## config.mk

```make
export PLATFORM = sky130hd
export DESIGN_NAME = wtb_watchdog
export DESIGN_NICKNAME = d
export VERILOG_FILES = /design/src/wtb_pkg.sv /design/src/wtb_watchdog.sv
export SDC_FILE = /design/constraint.sdc
export NUM_CORES = 1
export LEC_CHECK = 0
export BUFFER_PORTS_ARGS = -buffer_cell sky130_fd_sc_hd__buf_4
export CORE_MARGIN = 2
export CORE_UTILIZATION = 55
export CTS_CLUSTER_DIAMETER = 40
export DETAILED_ROUTE_END_ITERATION = 8
export PLACE_DENSITY = 0.85
export SLEW_MARGIN = 20
export SYNTH_ARGS = -nofsm -noshare
export SYNTH_HDL_FRONTEND = slang
export SYNTH_SLANG_ARGS = --single-unit
export TNS_END_PERCENT = 5
```

## constraint.sdc

```tcl
create_clock -name hclk -period 5.2 [get_ports hclk]
set_input_delay 0.52 -clock hclk [delete_from_list [all_inputs] [get_ports hclk]]
set_output_delay 0.52 -clock hclk [all_outputs]
set_load 0.03 [all_outputs]
```

## src/wtb_pkg.sv

```systemverilog
`default_nettype none
package wtb_pkg;

    // Register byte offsets inside the instance window
    localparam logic [7:0]  OFS_RELOAD     = 8'h00;
    localparam logic [7:0]  OFS_CONTROL    = 8'h04;
    localparam logic [7:0]  OFS_RESTART    = 8'h08;
    localparam logic [7:0]  OFS_COUNT      = 8'h0C;
    localparam logic [7:0]  OFS_STATUS     = 8'h10;

    // Control and status field positions
    localparam int          BIT_RUN        = 0;
    localparam int          BIT_SLEEP0     = 2;
    localparam int          BIT_WEEK       = 3;
    localparam int          BIT_DEBUG      = 4;
    localparam int          BIT_EXPIRED    = 0;

    // Reset values
    localparam logic [15:0] RELOAD_RST     = 16'hFFFF;
    localparam logic [15:0] COUNT_RST      = 16'hFFFF;
    localparam logic [3:0]  CONTROL_RST    = 4'h0;

    // Timing: the slow clock and slow periods per count step
    localparam int          SLOW_CLK_HZ    = 32768;
    localparam int          TICKS_PER_STEP = 33;
    localparam int          HCLK_HZ        = 50_000_000;

    typedef enum logic [2:0] {
        SEL_NONE,
        SEL_RELOAD,
        SEL_CONTROL,
        SEL_RESTART,
        SEL_COUNT,
        SEL_STATUS
    } wtb_sel_t;

    typedef enum logic [1:0] {
        BUS_IDLE,
        BUS_WRITE,
        BUS_RDWAIT
    } wtb_bus_t;

    typedef struct packed {
        logic debug_hold_enable;
        logic week_timer_hold_enable;
        logic sleep_timer0_hold_enable;
        logic watchdog_run_enable;
    } wtb_ctrl_t;

endpackage : wtb_pkg
`default_nettype wire

```

## src/wtb_watchdog.sv

```systemverilog
// Contract
// - Unreloaded expiry while enabled raises reset pulse
// - Register access runs on host clock only
// - Counting is paced by the 32KHz clock
// - System reset returns all state but the expiry flag to defaults
// - Persistent expiry flag uses keep-on-expiry reset
// - Expiry pulse resets subsystem, cleared by reset
// - Disable stops counting and idles the clock
// - Underflow sets the persistent expiry flag
// - Reload on load write, restart, or expiry
// - Interval is countdown from reload to zero
// - One count step per 33 slow periods
// - Enabled asserted hold stops count, idles clock
// - After hold, counting resumes from held value
// - Reload register RW, default FFFF, write reloads
// - Control bit 4 holds count during debug
// - Control bit 3 holds count on week timer
// - Control bit 2 holds count on sleep timer0
// - Control bit 0 enables counting, default zero
// - Registers at offsets 00, 04, 08, 0C
// - Restart write reloads only when enabled, reads zero
// - Count register reads live counter value
`default_nettype none
module wtb_watchdog
    import wtb_pkg::*;
#(
    parameter int TICKS = TICKS_PER_STEP
) (
    // Host clock and system reset
    input  wire logic        hclk,
    input  wire logic        hresetn,
    // Reset that survives an expiry
    input  wire logic        system_reset_keep_on_expiry_n,
    // AHB-Lite slave
    input  wire logic        hsel,
    input  wire logic [31:0] haddr,
    input  wire logic [1:0]  htrans,
    input  wire logic        hwrite,
    input  wire logic [2:0]  hsize,
    input  wire logic [31:0] hwdata,
    input  wire logic        hready,
    output logic             hreadyout,
    output logic             hresp,
    output logic [31:0]      hrdata,
    // Slow clock, sampled as a pin
    input  wire logic        slow_clk_32k,
    // Hold sources, on hclk
    input  wire logic        debug_active,
    input  wire logic        week_timer_active,
    input  wire logic        sleep_timer0_active,
    // Results
    output logic             expiry_reset_pulse,
    output logic             expiry_flag,
    output logic             clock_gate_idle
);

    localparam int PW = (TICKS > 1) ? $clog2(TICKS) : 1;
    localparam logic [PW-1:0] PRE_LAST = PW'(TICKS - 1);

    function automatic wtb_sel_t reg_sel(input logic [7:0] a);
        wtb_sel_t s;
        s = SEL_NONE;
        if (a == OFS_RELOAD) begin
            s = SEL_RELOAD;
        end else if (a == OFS_CONTROL) begin
            s = SEL_CONTROL;
        end else if (a == OFS_RESTART) begin
            s = SEL_RESTART;
        end else if (a == OFS_COUNT) begin
            s = SEL_COUNT;
        end else if (a == OFS_STATUS) begin
            s = SEL_STATUS;
        end
        return s;
    endfunction : reg_sel

    wtb_bus_t        bus_state;
    wtb_sel_t        req_sel;
    wtb_ctrl_t       ctrl;
    logic [15:0]     reload_value;
    logic [15:0]     count;
    logic [PW-1:0]   pre_cnt;
    logic            slow_meta;
    logic            slow_s2;
    logic            slow_s3;
    logic            slow_lvl;
    logic            slow_rise;
    logic            accept;
    logic            accept_rd;
    logic            write_now;
    logic            load_wr;
    logic            kick_wr;
    logic            kick_live;
    logic            hold_now;
    logic            run_now;
    logic            step_now;
    logic            expiry_ev;
    logic            flag_clr;

    // Bus side
    assign accept    = hsel && htrans[1] && hready;
    assign accept_rd = accept && !hwrite;
    assign write_now = (bus_state == BUS_WRITE);
    assign load_wr   = write_now && (req_sel == SEL_RELOAD);
    assign kick_wr   = write_now && (req_sel == SEL_RESTART);
    assign kick_live = kick_wr && ctrl.watchdog_run_enable;
    assign flag_clr  = write_now && (req_sel == SEL_STATUS)
                       && hwdata[BIT_EXPIRED];

    // Counting side
    assign hold_now  = (ctrl.debug_hold_enable && debug_active)
                    || (ctrl.week_timer_hold_enable
                        && week_timer_active)
                    || (ctrl.sleep_timer0_hold_enable
                        && sleep_timer0_active);
    assign run_now   = ctrl.watchdog_run_enable && !hold_now;
    assign step_now  = run_now && slow_rise && (pre_cnt == PRE_LAST);
    assign expiry_ev = step_now && (count == 16'h0000)
                       && !load_wr && !kick_live;

    // Writes finish in their data phase; reads take one wait state so
    // the returned value already reflects a write just before it.
    always_ff @(posedge hclk or negedge hresetn) begin
        if (!hresetn) begin
            bus_state <= BUS_IDLE;
            req_sel   <= SEL_NONE;
        end else if (accept) begin
            bus_state <= hwrite ? BUS_WRITE : BUS_RDWAIT;
            req_sel   <= reg_sel(haddr[7:0]);
        end else if (bus_state != BUS_RDWAIT || !hreadyout) begin
            bus_state <= BUS_IDLE;
        end
    end

    always_ff @(posedge hclk or negedge hresetn) begin
        if (!hresetn) begin
            hreadyout <= 1'b1;
            hresp     <= 1'b0;
        end else begin
            hreadyout <= !accept_rd;
            hresp     <= 1'b0;
        end
    end

    always_ff @(posedge hclk or negedge hresetn) begin
        if (!hresetn) begin
            hrdata <= 32'h0000_0000;
        end else if (bus_state == BUS_RDWAIT && !hreadyout) begin
            hrdata <= 32'h0000_0000;
            case (req_sel)
                SEL_RELOAD: begin
                    hrdata[15:0] <= reload_value;
                end
                SEL_CONTROL: begin
                    hrdata[BIT_RUN]    <= ctrl.watchdog_run_enable;
                    hrdata[BIT_SLEEP0] <= ctrl.sleep_timer0_hold_enable;
                    hrdata[BIT_WEEK]   <= ctrl.week_timer_hold_enable;
                    hrdata[BIT_DEBUG]  <= ctrl.debug_hold_enable;
                end
                SEL_COUNT: begin
                    hrdata[15:0] <= count;
                end
                SEL_STATUS: begin
                    hrdata[BIT_EXPIRED] <= expiry_flag;
                end
                default: begin
                    hrdata <= 32'h0000_0000;
                end
            endcase
        end
    end

    always_ff @(posedge hclk or negedge hresetn) begin
        if (!hresetn) begin
            reload_value <= RELOAD_RST;
        end else if (load_wr) begin
            reload_value <= hwdata[15:0];
        end
    end

    always_ff @(posedge hclk or negedge hresetn) begin
        if (!hresetn) begin
            ctrl <= wtb_ctrl_t'(CONTROL_RST);
        end else if (write_now && req_sel == SEL_CONTROL) begin
            ctrl.watchdog_run_enable      <= hwdata[BIT_RUN];
            ctrl.sleep_timer0_hold_enable <= hwdata[BIT_SLEEP0];
            ctrl.week_timer_hold_enable   <= hwdata[BIT_WEEK];
            ctrl.debug_hold_enable        <= hwdata[BIT_DEBUG];
        end
    end

    // Slow clock passes three flops; a level change counts once the
    // second and third agree, so a glitch on the pin is filtered.
    always_ff @(posedge hclk or negedge hresetn) begin
        if (!hresetn) begin
            slow_meta <= 1'b0;
            slow_s2   <= 1'b0;
            slow_s3   <= 1'b0;
        end else begin
            slow_meta <= slow_clk_32k;
            slow_s2   <= slow_meta;
            slow_s3   <= slow_s2;
        end
    end

    always_ff @(posedge hclk or negedge hresetn) begin
        if (!hresetn) begin
            slow_lvl  <= 1'b0;
            slow_rise <= 1'b0;
        end else begin
            slow_rise <= 1'b0;
            if (slow_s2 == slow_s3 && slow_s3 != slow_lvl) begin
                slow_lvl  <= slow_s3;
                slow_rise <= slow_s3;
            end
        end
    end

    // A reload also restarts the prescaler so a fresh interval is whole.
    // Holding or disabling freezes both counter and prescaler in place.
    always_ff @(posedge hclk or negedge hresetn) begin
        if (!hresetn) begin
            count   <= COUNT_RST;
            pre_cnt <= '0;
        end else if (load_wr) begin
            count   <= hwdata[15:0];
            pre_cnt <= '0;
        end else if (kick_live) begin
            count   <= reload_value;
            pre_cnt <= '0;
        end else if (run_now && slow_rise) begin
            if (pre_cnt == PRE_LAST) begin
                pre_cnt <= '0;
                if (count == 16'h0000) begin
                    count <= reload_value;
                end else begin
                    count <= count - 16'h0001;
                end
            end else begin
                pre_cnt <= PW'(pre_cnt + 1'b1);
            end
        end
    end

    // Held until the system reset that it provokes arrives.
    always_ff @(posedge hclk or negedge hresetn) begin
        if (!hresetn) begin
            expiry_reset_pulse <= 1'b0;
        end else if (expiry_ev) begin
            expiry_reset_pulse <= 1'b1;
        end
    end

    // Survives the system reset; a new expiry wins over a clear.
    always_ff @(posedge hclk or negedge system_reset_keep_on_expiry_n) begin
        if (!system_reset_keep_on_expiry_n) begin
            expiry_flag <= 1'b0;
        end else if (expiry_ev) begin
            expiry_flag <= 1'b1;
        end else if (flag_clr) begin
            expiry_flag <= 1'b0;
        end
    end

    always_ff @(posedge hclk or negedge hresetn) begin
        if (!hresetn) begin
            clock_gate_idle <= 1'b1;
        end else begin
            clock_gate_idle <= !run_now;
        end
    end
endmodule : wtb_watchdog
`default_nettype wire

```

# Yosys cells after proc, flatten, opt, wreduce, memory -nomap -nowiden
# Index checks and enable logic that the tools add are counted.
dict set report op_classes {
  add_sub_neg 2
  n_eq_ne 15
  n_mux 24
  n_reduce_logical 37
}
# cell n
set op_table {}
lappend op_table {{16-bit two-way mux} 5}
lappend op_table {{6-bit two-way mux} 4}
lappend op_table {{11-bit case mux with 2 select lines} 1}
lappend op_table {{1-bit logical AND} 20}
lappend op_table {{8-bit by 4-bit equality test with 1-bit output (second input constant)} 2}
lappend op_table {{16-bit logical NOT} 1}
lappend op_table {{16-bit by 1-bit subtractor with 16-bit output (second input constant)} 1}
lappend op_table {{3-bit two-way mux} 5}
lappend op_table {{3-bit case mux with 3 select lines} 1}
lappend op_table {{8-bit by 3-bit equality test with 1-bit output (second input constant)} 1}
lappend op_table {{8-bit by 5-bit equality test with 1-bit output (second input constant)} 1}
lappend op_table {{8-bit logical NOT} 1}
lappend op_table {{1-bit logical NOT} 7}
lappend op_table {{6-bit by 1-bit adder with 6-bit output (second input constant)} 1}
lappend op_table {{3-bit by 2-bit equality test with 1-bit output (second input constant)} 2}
lappend op_table {{3-bit equality test (second input constant)} 2}
lappend op_table {{6-bit equality test (second input constant)} 1}
lappend op_table {{2-bit two-way mux} 3}
lappend op_table {{3-bit nonzero test} 2}
lappend op_table {{1-bit case mux with 4 select lines} 1}
lappend op_table {{2-bit nonzero test} 2}
lappend op_table {{3-bit by 1-bit equality test with 1-bit output (second input constant)} 1}
lappend op_table {{1-bit logical OR} 3}
lappend op_table {{1-bit two-way mux} 3}
lappend op_table {{other kinds (7)} 7}
dict set report word_totals {
  regBits 72
  output_inout_bits 37
}

# Longest topological paths before layout
dict set report depth {
  depth_word 11
  depth_mapped 9
  depth_no_buf 7
}

# Least setup slack after synthesis
# Ideal clock, no wire load.
dict set report synth_timing {
  path_kind {register -> register}
  startpoint {reg count[4]}
  endpoint {reg count[2]}
  setup_time_ps 77
  arrival_time_ps 2264
  required_time_ps 5123
  slack_ps 2859
  path_stages_with_launch 8
  n_path_buf 2
  cell_sequence {dfstp_2 -> or4_4 -> or3_1 -> buf_6 -> o31a_1 -> buf_6 -> a32o_1 -> a31oi_1}
}
dict set report synth_via {
  elab_chain_cells 6
}
# element line
set synth_rtl {}
lappend synth_rtl {{start: declaration} wtb_watchdog.sv:81} ;# logic [15:0] count;
lappend synth_rtl {{start signal: assignment} wtb_watchdog.sv:226} ;# count <= hwdata[15:0];
lappend synth_rtl {{start signal: assignment} wtb_watchdog.sv:229} ;# count <= reload_value;
lappend synth_rtl {{start signal: assignment} wtb_watchdog.sv:235} ;# count <= reload_value;
lappend synth_rtl {{16-bit logical NOT} wtb_watchdog.sv:234} ;# if (count == 16'h0000) begin
lappend synth_rtl {{16-bit two-way mux} wtb_watchdog.sv:234}
lappend synth_rtl {{16-bit two-way mux} wtb_watchdog.sv:232} ;# if (pre_cnt == PRE_LAST) begin
lappend synth_rtl {{16-bit two-way mux} wtb_watchdog.sv:231} ;# end else if (run_now && slow_rise) begin
lappend synth_rtl {{16-bit two-way mux} wtb_watchdog.sv:228} ;# end else if (kick_live) begin
lappend synth_rtl {{16-bit two-way mux} wtb_watchdog.sv:225} ;# end else if (load_wr) begin
# Every way passes these cells. The select of a mux whose other input is x is not followed.
# A chain may end at the register's enable or synchronous reset.

# Worst setup path after layout
dict set report layout_timing {
  startpoint {reg count[4]}
  endpoint {reg count[14]}
}
dict set report layout_via {
  elab_chain_cells 6
  word_cells_on_any_way 7
  classes_between {add/sub (1); mux (5); reduce/logical (1)}
}
# element line
set layout_rtl {}
lappend layout_rtl {{16-bit by 1-bit subtractor with 16-bit output or 16-bit logical NOT (tied branches)} {wtb_watchdog.sv:237, wtb_watchdog.sv:234}}
lappend layout_rtl {{16-bit two-way mux (*)} wtb_watchdog.sv:234}
lappend layout_rtl {{16-bit two-way mux (*)} wtb_watchdog.sv:232}
lappend layout_rtl {{16-bit two-way mux (*)} wtb_watchdog.sv:231}
lappend layout_rtl {{16-bit two-way mux (*)} wtb_watchdog.sv:228}
lappend layout_rtl {{16-bit two-way mux (*)} wtb_watchdog.sv:225}
# Mark *: on every way between the ends. The rest lies on a longest branch, timed or not. The select of a mux whose other input is x is not followed.

==> summary.md <==
The power per unit of standard cell area was 340 nW/µm². The tools report the max-slew violation total from the final report as 0. Using the TritonRoute via totals, the vias-per-cell ratio works out to 5.98. The worst register-to-register path begins at count[4]. 0 antenna diodes ended up in the layout.

Hold violation count in the final report: 0. For the critical path data arrival time, the log shows 3.05 ns. For the number of global-route vias before repair, the log shows 3054. Headroom to the max-slew limit came out at 27.1%. Of the total power, the share spent switching nets is 30.5%.

The flow ran to the end, and the final reports show no timing, DRC or antenna violations. The run gives 0 as the total overflow reported by the global router. The logs give 55 for the count of cell types in the netlist and 4.38% for the met3 capacity usage during global routing.

Setup violations remaining at the end of the flow were counted as 0. Counting the fill cells in the layout gives 530. After detailed routing, the number of remaining DRC violations is 0.

After synthesis the cells add up to 3730 µm². STA classifies the critical path endpoint as a flop. Cells fill 66.7% of the core in the end. Walking the worst path, the cells encountered are or4_4 -> or3_1 -> o31ai_4 -> nor3_1 -> a221oi_1 -> o21ai_0.

The total area inside the core boundary comes to 6460 µm². The later pin in the worst-skew pair is clocked with a latency of 0.35 ns. Internal power comes to 1.02 mW. The global-route wire length before repair came out at 14.6 mm.

For met1 alone, demand over resource in global routing was 34.6%. The analysis attributes to net switching a power of 447 µW. Part of the Yosys area used for sequential elements: 49.5%.

The longest clock path from root to sink contains 2 buffers. With fillers left out, the area of the finished cells amounts to 4310 µm². In this design, the stage delay of the slowest critical-path cell is 0.63 ns.

The worst path in the final design needs a cycle of 2.79 ns, including I/O delays and setup. The clock root buffer master was clkbuf_8. For this design the static power due to leakage is 1.94 nW. The tools report the kind of start point of the critical path as a flop. The clock transition at the registers of the reported paths is 0.08 ns. Summed over its instances, the top area cell type makes up 25.5% of the synthesized netlist area. Slew at the pin closest to its max-slew limit: 1.08 ns. Once placement finished, the instance area stood at 4080 µm².

Counting the buffers created by CTS gives 9. The logic gate share of total power was 22.0%; the count of flip-flops with a built-in enable after synthesis was 0. Final worst-path cycle share: 53.7%.

Of all flip-flops after synthesis, the portion carrying an async set or reset was 100%. Leaving out filler cells and counting taps, the final layout contains 529. IR analysis of the VDD net gives a maximum drop of 0.000160 V. The tools report the number of antenna violations at the first check in global routing as 0. After detailed routing, the average wire length per cell comes to 16.3 µm.

The final weighted congestion of routability-driven global placement was 0.867; the area of the die was 7450 µm². Relative to the synthesized area, the layout overhead comes to 15.6%. For the synthesized instance count, the log shows 397.

The fraction of layout instances using a drive strength above 1 is 27.9%. The run gives 2.41 ns as the slack of the worst reg-to-reg path. Setup repair after global routing left no endpoint under its margin. The number of cells on the worst reg-to-reg path is 6. The capture point of the worst path was count[14]. Including well taps, the total number of placed cells is 512. Port buffering added 54 buffers. Summed over all layers, the routed wires come to 8.61 mm. Across the run, the number of max-cap violations was 0. Worst-path maximum fanout: 15. The biggest area contributor in the post-synthesis netlist is dfrtp_1.

Iteration-0 DRC count of the detailed router: 546. The first element of the critical path was count[4]. The number of setup buffers added after CTS came out at 0. The worst register-to-register path ends at count[14]. The net count of the finished layout came out at 530. The tools report the setup TNS as 0 ns. Global routing consumed, over all layers together, 25.1% of the routing resources. The slowest stage of the critical path is the o31ai_4 cell. For met2 alone, demand over resource in global routing was 39.0%. The HPWL after detailed placement is 5.97 mm.

The tools report the part of the power in registers as 46.0%. Once the floorplan was initialized, standard cells occupied 57.7% of the core. By startpoint and endpoint, the worst setup path is classified as reg2reg. The min-delay analysis places its worst path in the category in2async. From left edge to right edge, the die measures 86.3 µm. For this block, the via count after detailed routing is 3164.

The most frequently used flop master after synthesis was dfrtp_1. For the sum of internal, switching and leakage power, the log shows 1.46 mW. At the worst endpoint, the required time is 5.46 ns. The H-tree was split into 3 levels.

The total I/O pin count is 116, and the die height is 86.3 µm. The first detailed-routing pass ran for 5 iterations. For this run, the number of Yosys warnings is 0. Ranked by total cell area, the synthesized netlist is headed by dfrtp_1 (26%), dfstp_2 (24%), nand2_1 (7.0%), nor2_1 (4.8%), a22oi_1 (4.0%). For this design, the sink count on the clock tree is 72. TritonCTS built the clock tree.

The clock group share of total power was 32.0%; the count of state elements after synthesis was 72. Post-CTS repair changed the size of 0 cells. In this run the core area contains 29 standard-cell rows. Static timing analysis puts the maximum clock frequency at 358 MHz. OpenSTA, run right after detailed placement, puts the worst setup slack at 2.47 ns.

The run gives 0 as the final antenna-violating net count. A synthesized cell averages 9.39 µm². Hold is met by 0.254 ns. The largest net degree at the start of global routing was 72; the final setup skew was 0.00973 ns. After layout, the worst setup slack is 2.41 ns. met2 is the most crowded layer.
## cell usage in the layout (no fill, tap or decap), types with 3 or more instances in the layout
cell,count
nand3_1,12
nor2_1,48
xnor2_1,6
dfstp_2,34
nor3_1,8
conb_1,17
mux2_2,5
nand2_1,69
a32oi_1,5
dfrtp_1,38
o21ai_0,14
o21a_1,3
inv_1,11
a22oi_1,20
buf_4,58
clkbuf_8,12
or3_1,3
a21oi_1,26
a31oi_1,4
a32o_1,3
nor2b_1,3
ha_1,4
nand4_1,3
nand2b_1,3
## sequential cells by signal, summed over array words and instances, names as in the netlist
| name | cells |
|---|---|
| slow_s3 | 1 |
| pre_cnt | 6 |
| reload_value | 16 |
| req_sel | 3 |
| hrdata | 16 |
| clock_gate_idle | 1 |
| count | 16 |
| hreadyout | 1 |
| expiry_flag | 1 |
| ctrl | 4 |
| slow_meta | 1 |
| slow_rise | 1 |
| bus_state | 2 |
| expiry_reset_pulse | 1 |
| slow_s2 | 1 |
| slow_lvl | 1 |
## worst min path at each step
| stage | end | cells past startpoint | from | slack (ns) |
|---|---|---|---|---|
| finish | slow_lvl | 1 | hresetn | 0.25 |
| detailed placement | expiry_flag | 1 | system_reset_keep_on_expiry_n | 0.30 |
| floorplan | bus_state[0] | 0 | hresetn | 0.22 |
| global route | slow_meta | 1 | slow_clk_32k | 0.25 |
| CTS | slow_meta | 1 | slow_clk_32k | 0.26 |
| global placement | expiry_flag | 1 | system_reset_keep_on_expiry_n | 0.30 |
## what timing repair did
item / CTS / global route
hold endpoints to repair: 1 / 0
setup endpoints to repair: 0 / 0
hold buffers: 1 / 0
## worst max-delay path: cells and delay by family (launching register included)
kind | cells | cell delay [ns]
and+or+nand+nor | 3 | 1.18
AOI/OAI and AO/OA | 3 | 1.11
DFF | 1 | 0.41
## cell families after synthesis
| logic type | count (synthesis) | synth area share (%) |
|---|---|---|
| fa+ha+maj | 5 | 1.61 |
| other cells | 1 | 0.101 |
| mux | 7 | 2.05 |
| buf+inv | 47 | 7.56 |
| simple gates | 165 | 20.2 |
| xor+xnor | 8 | 1.88 |
| flops | 72 | 49.5 |
| compound gates | 92 | 17.1 |
## power groups by stage
stage | registers, mW | clock network, mW | logic (mW)
after global routing | 0.681 | 0.503 | 0.349
after detailed placement | 0.683 | 0 | 0.320
after floorplan | 0.770 | 0 | 0.113
after global placement | 0.680 | 0 | 0.311
final | 0.673 | 0.469 | 0.322
after CTS | 0.674 | 0.476 | 0.323
## cells in the mapped netlist, types with 6 or more instances
library cell and count:
clkbuf_1 13, xnor2_1 6, o21ai_0 14, inv_1 11, a21oi_1 26, nor2_1 48, dfrtp_1 38, nand3_1 12
dfstp_2 34, nor3_1 8, buf_4 17, nand2_1 69, a22oi_1 20
## final cells by class
cell class	instances	area, µm²	share of cell area, %
flip-flops and latches	72	1840	42.8
multi-input cells	294	1670	38.6
repair buffers	59	445	10.3
clock buffers	12	165	3.83
well taps	77	96.3	2.24
clock inverters	4	51.3	1.19
inverters	11	41.3	0.958
## metal layers
| metal | wire (µm) | share of wire, % | up-vias |
|---|---|---|---|
| met5 | 0 | 0 | - |
| met4 | 172 | 2.0 | 0 |
| met1 | 3640 | 42 | 1525 |
| li1 | - | - | 1460 |
| met2 | 4150 | 48 | 163 |
| met3 | 640 | 7.4 | 16 |
No activity file was read; power rests on OpenSTA's default activity.
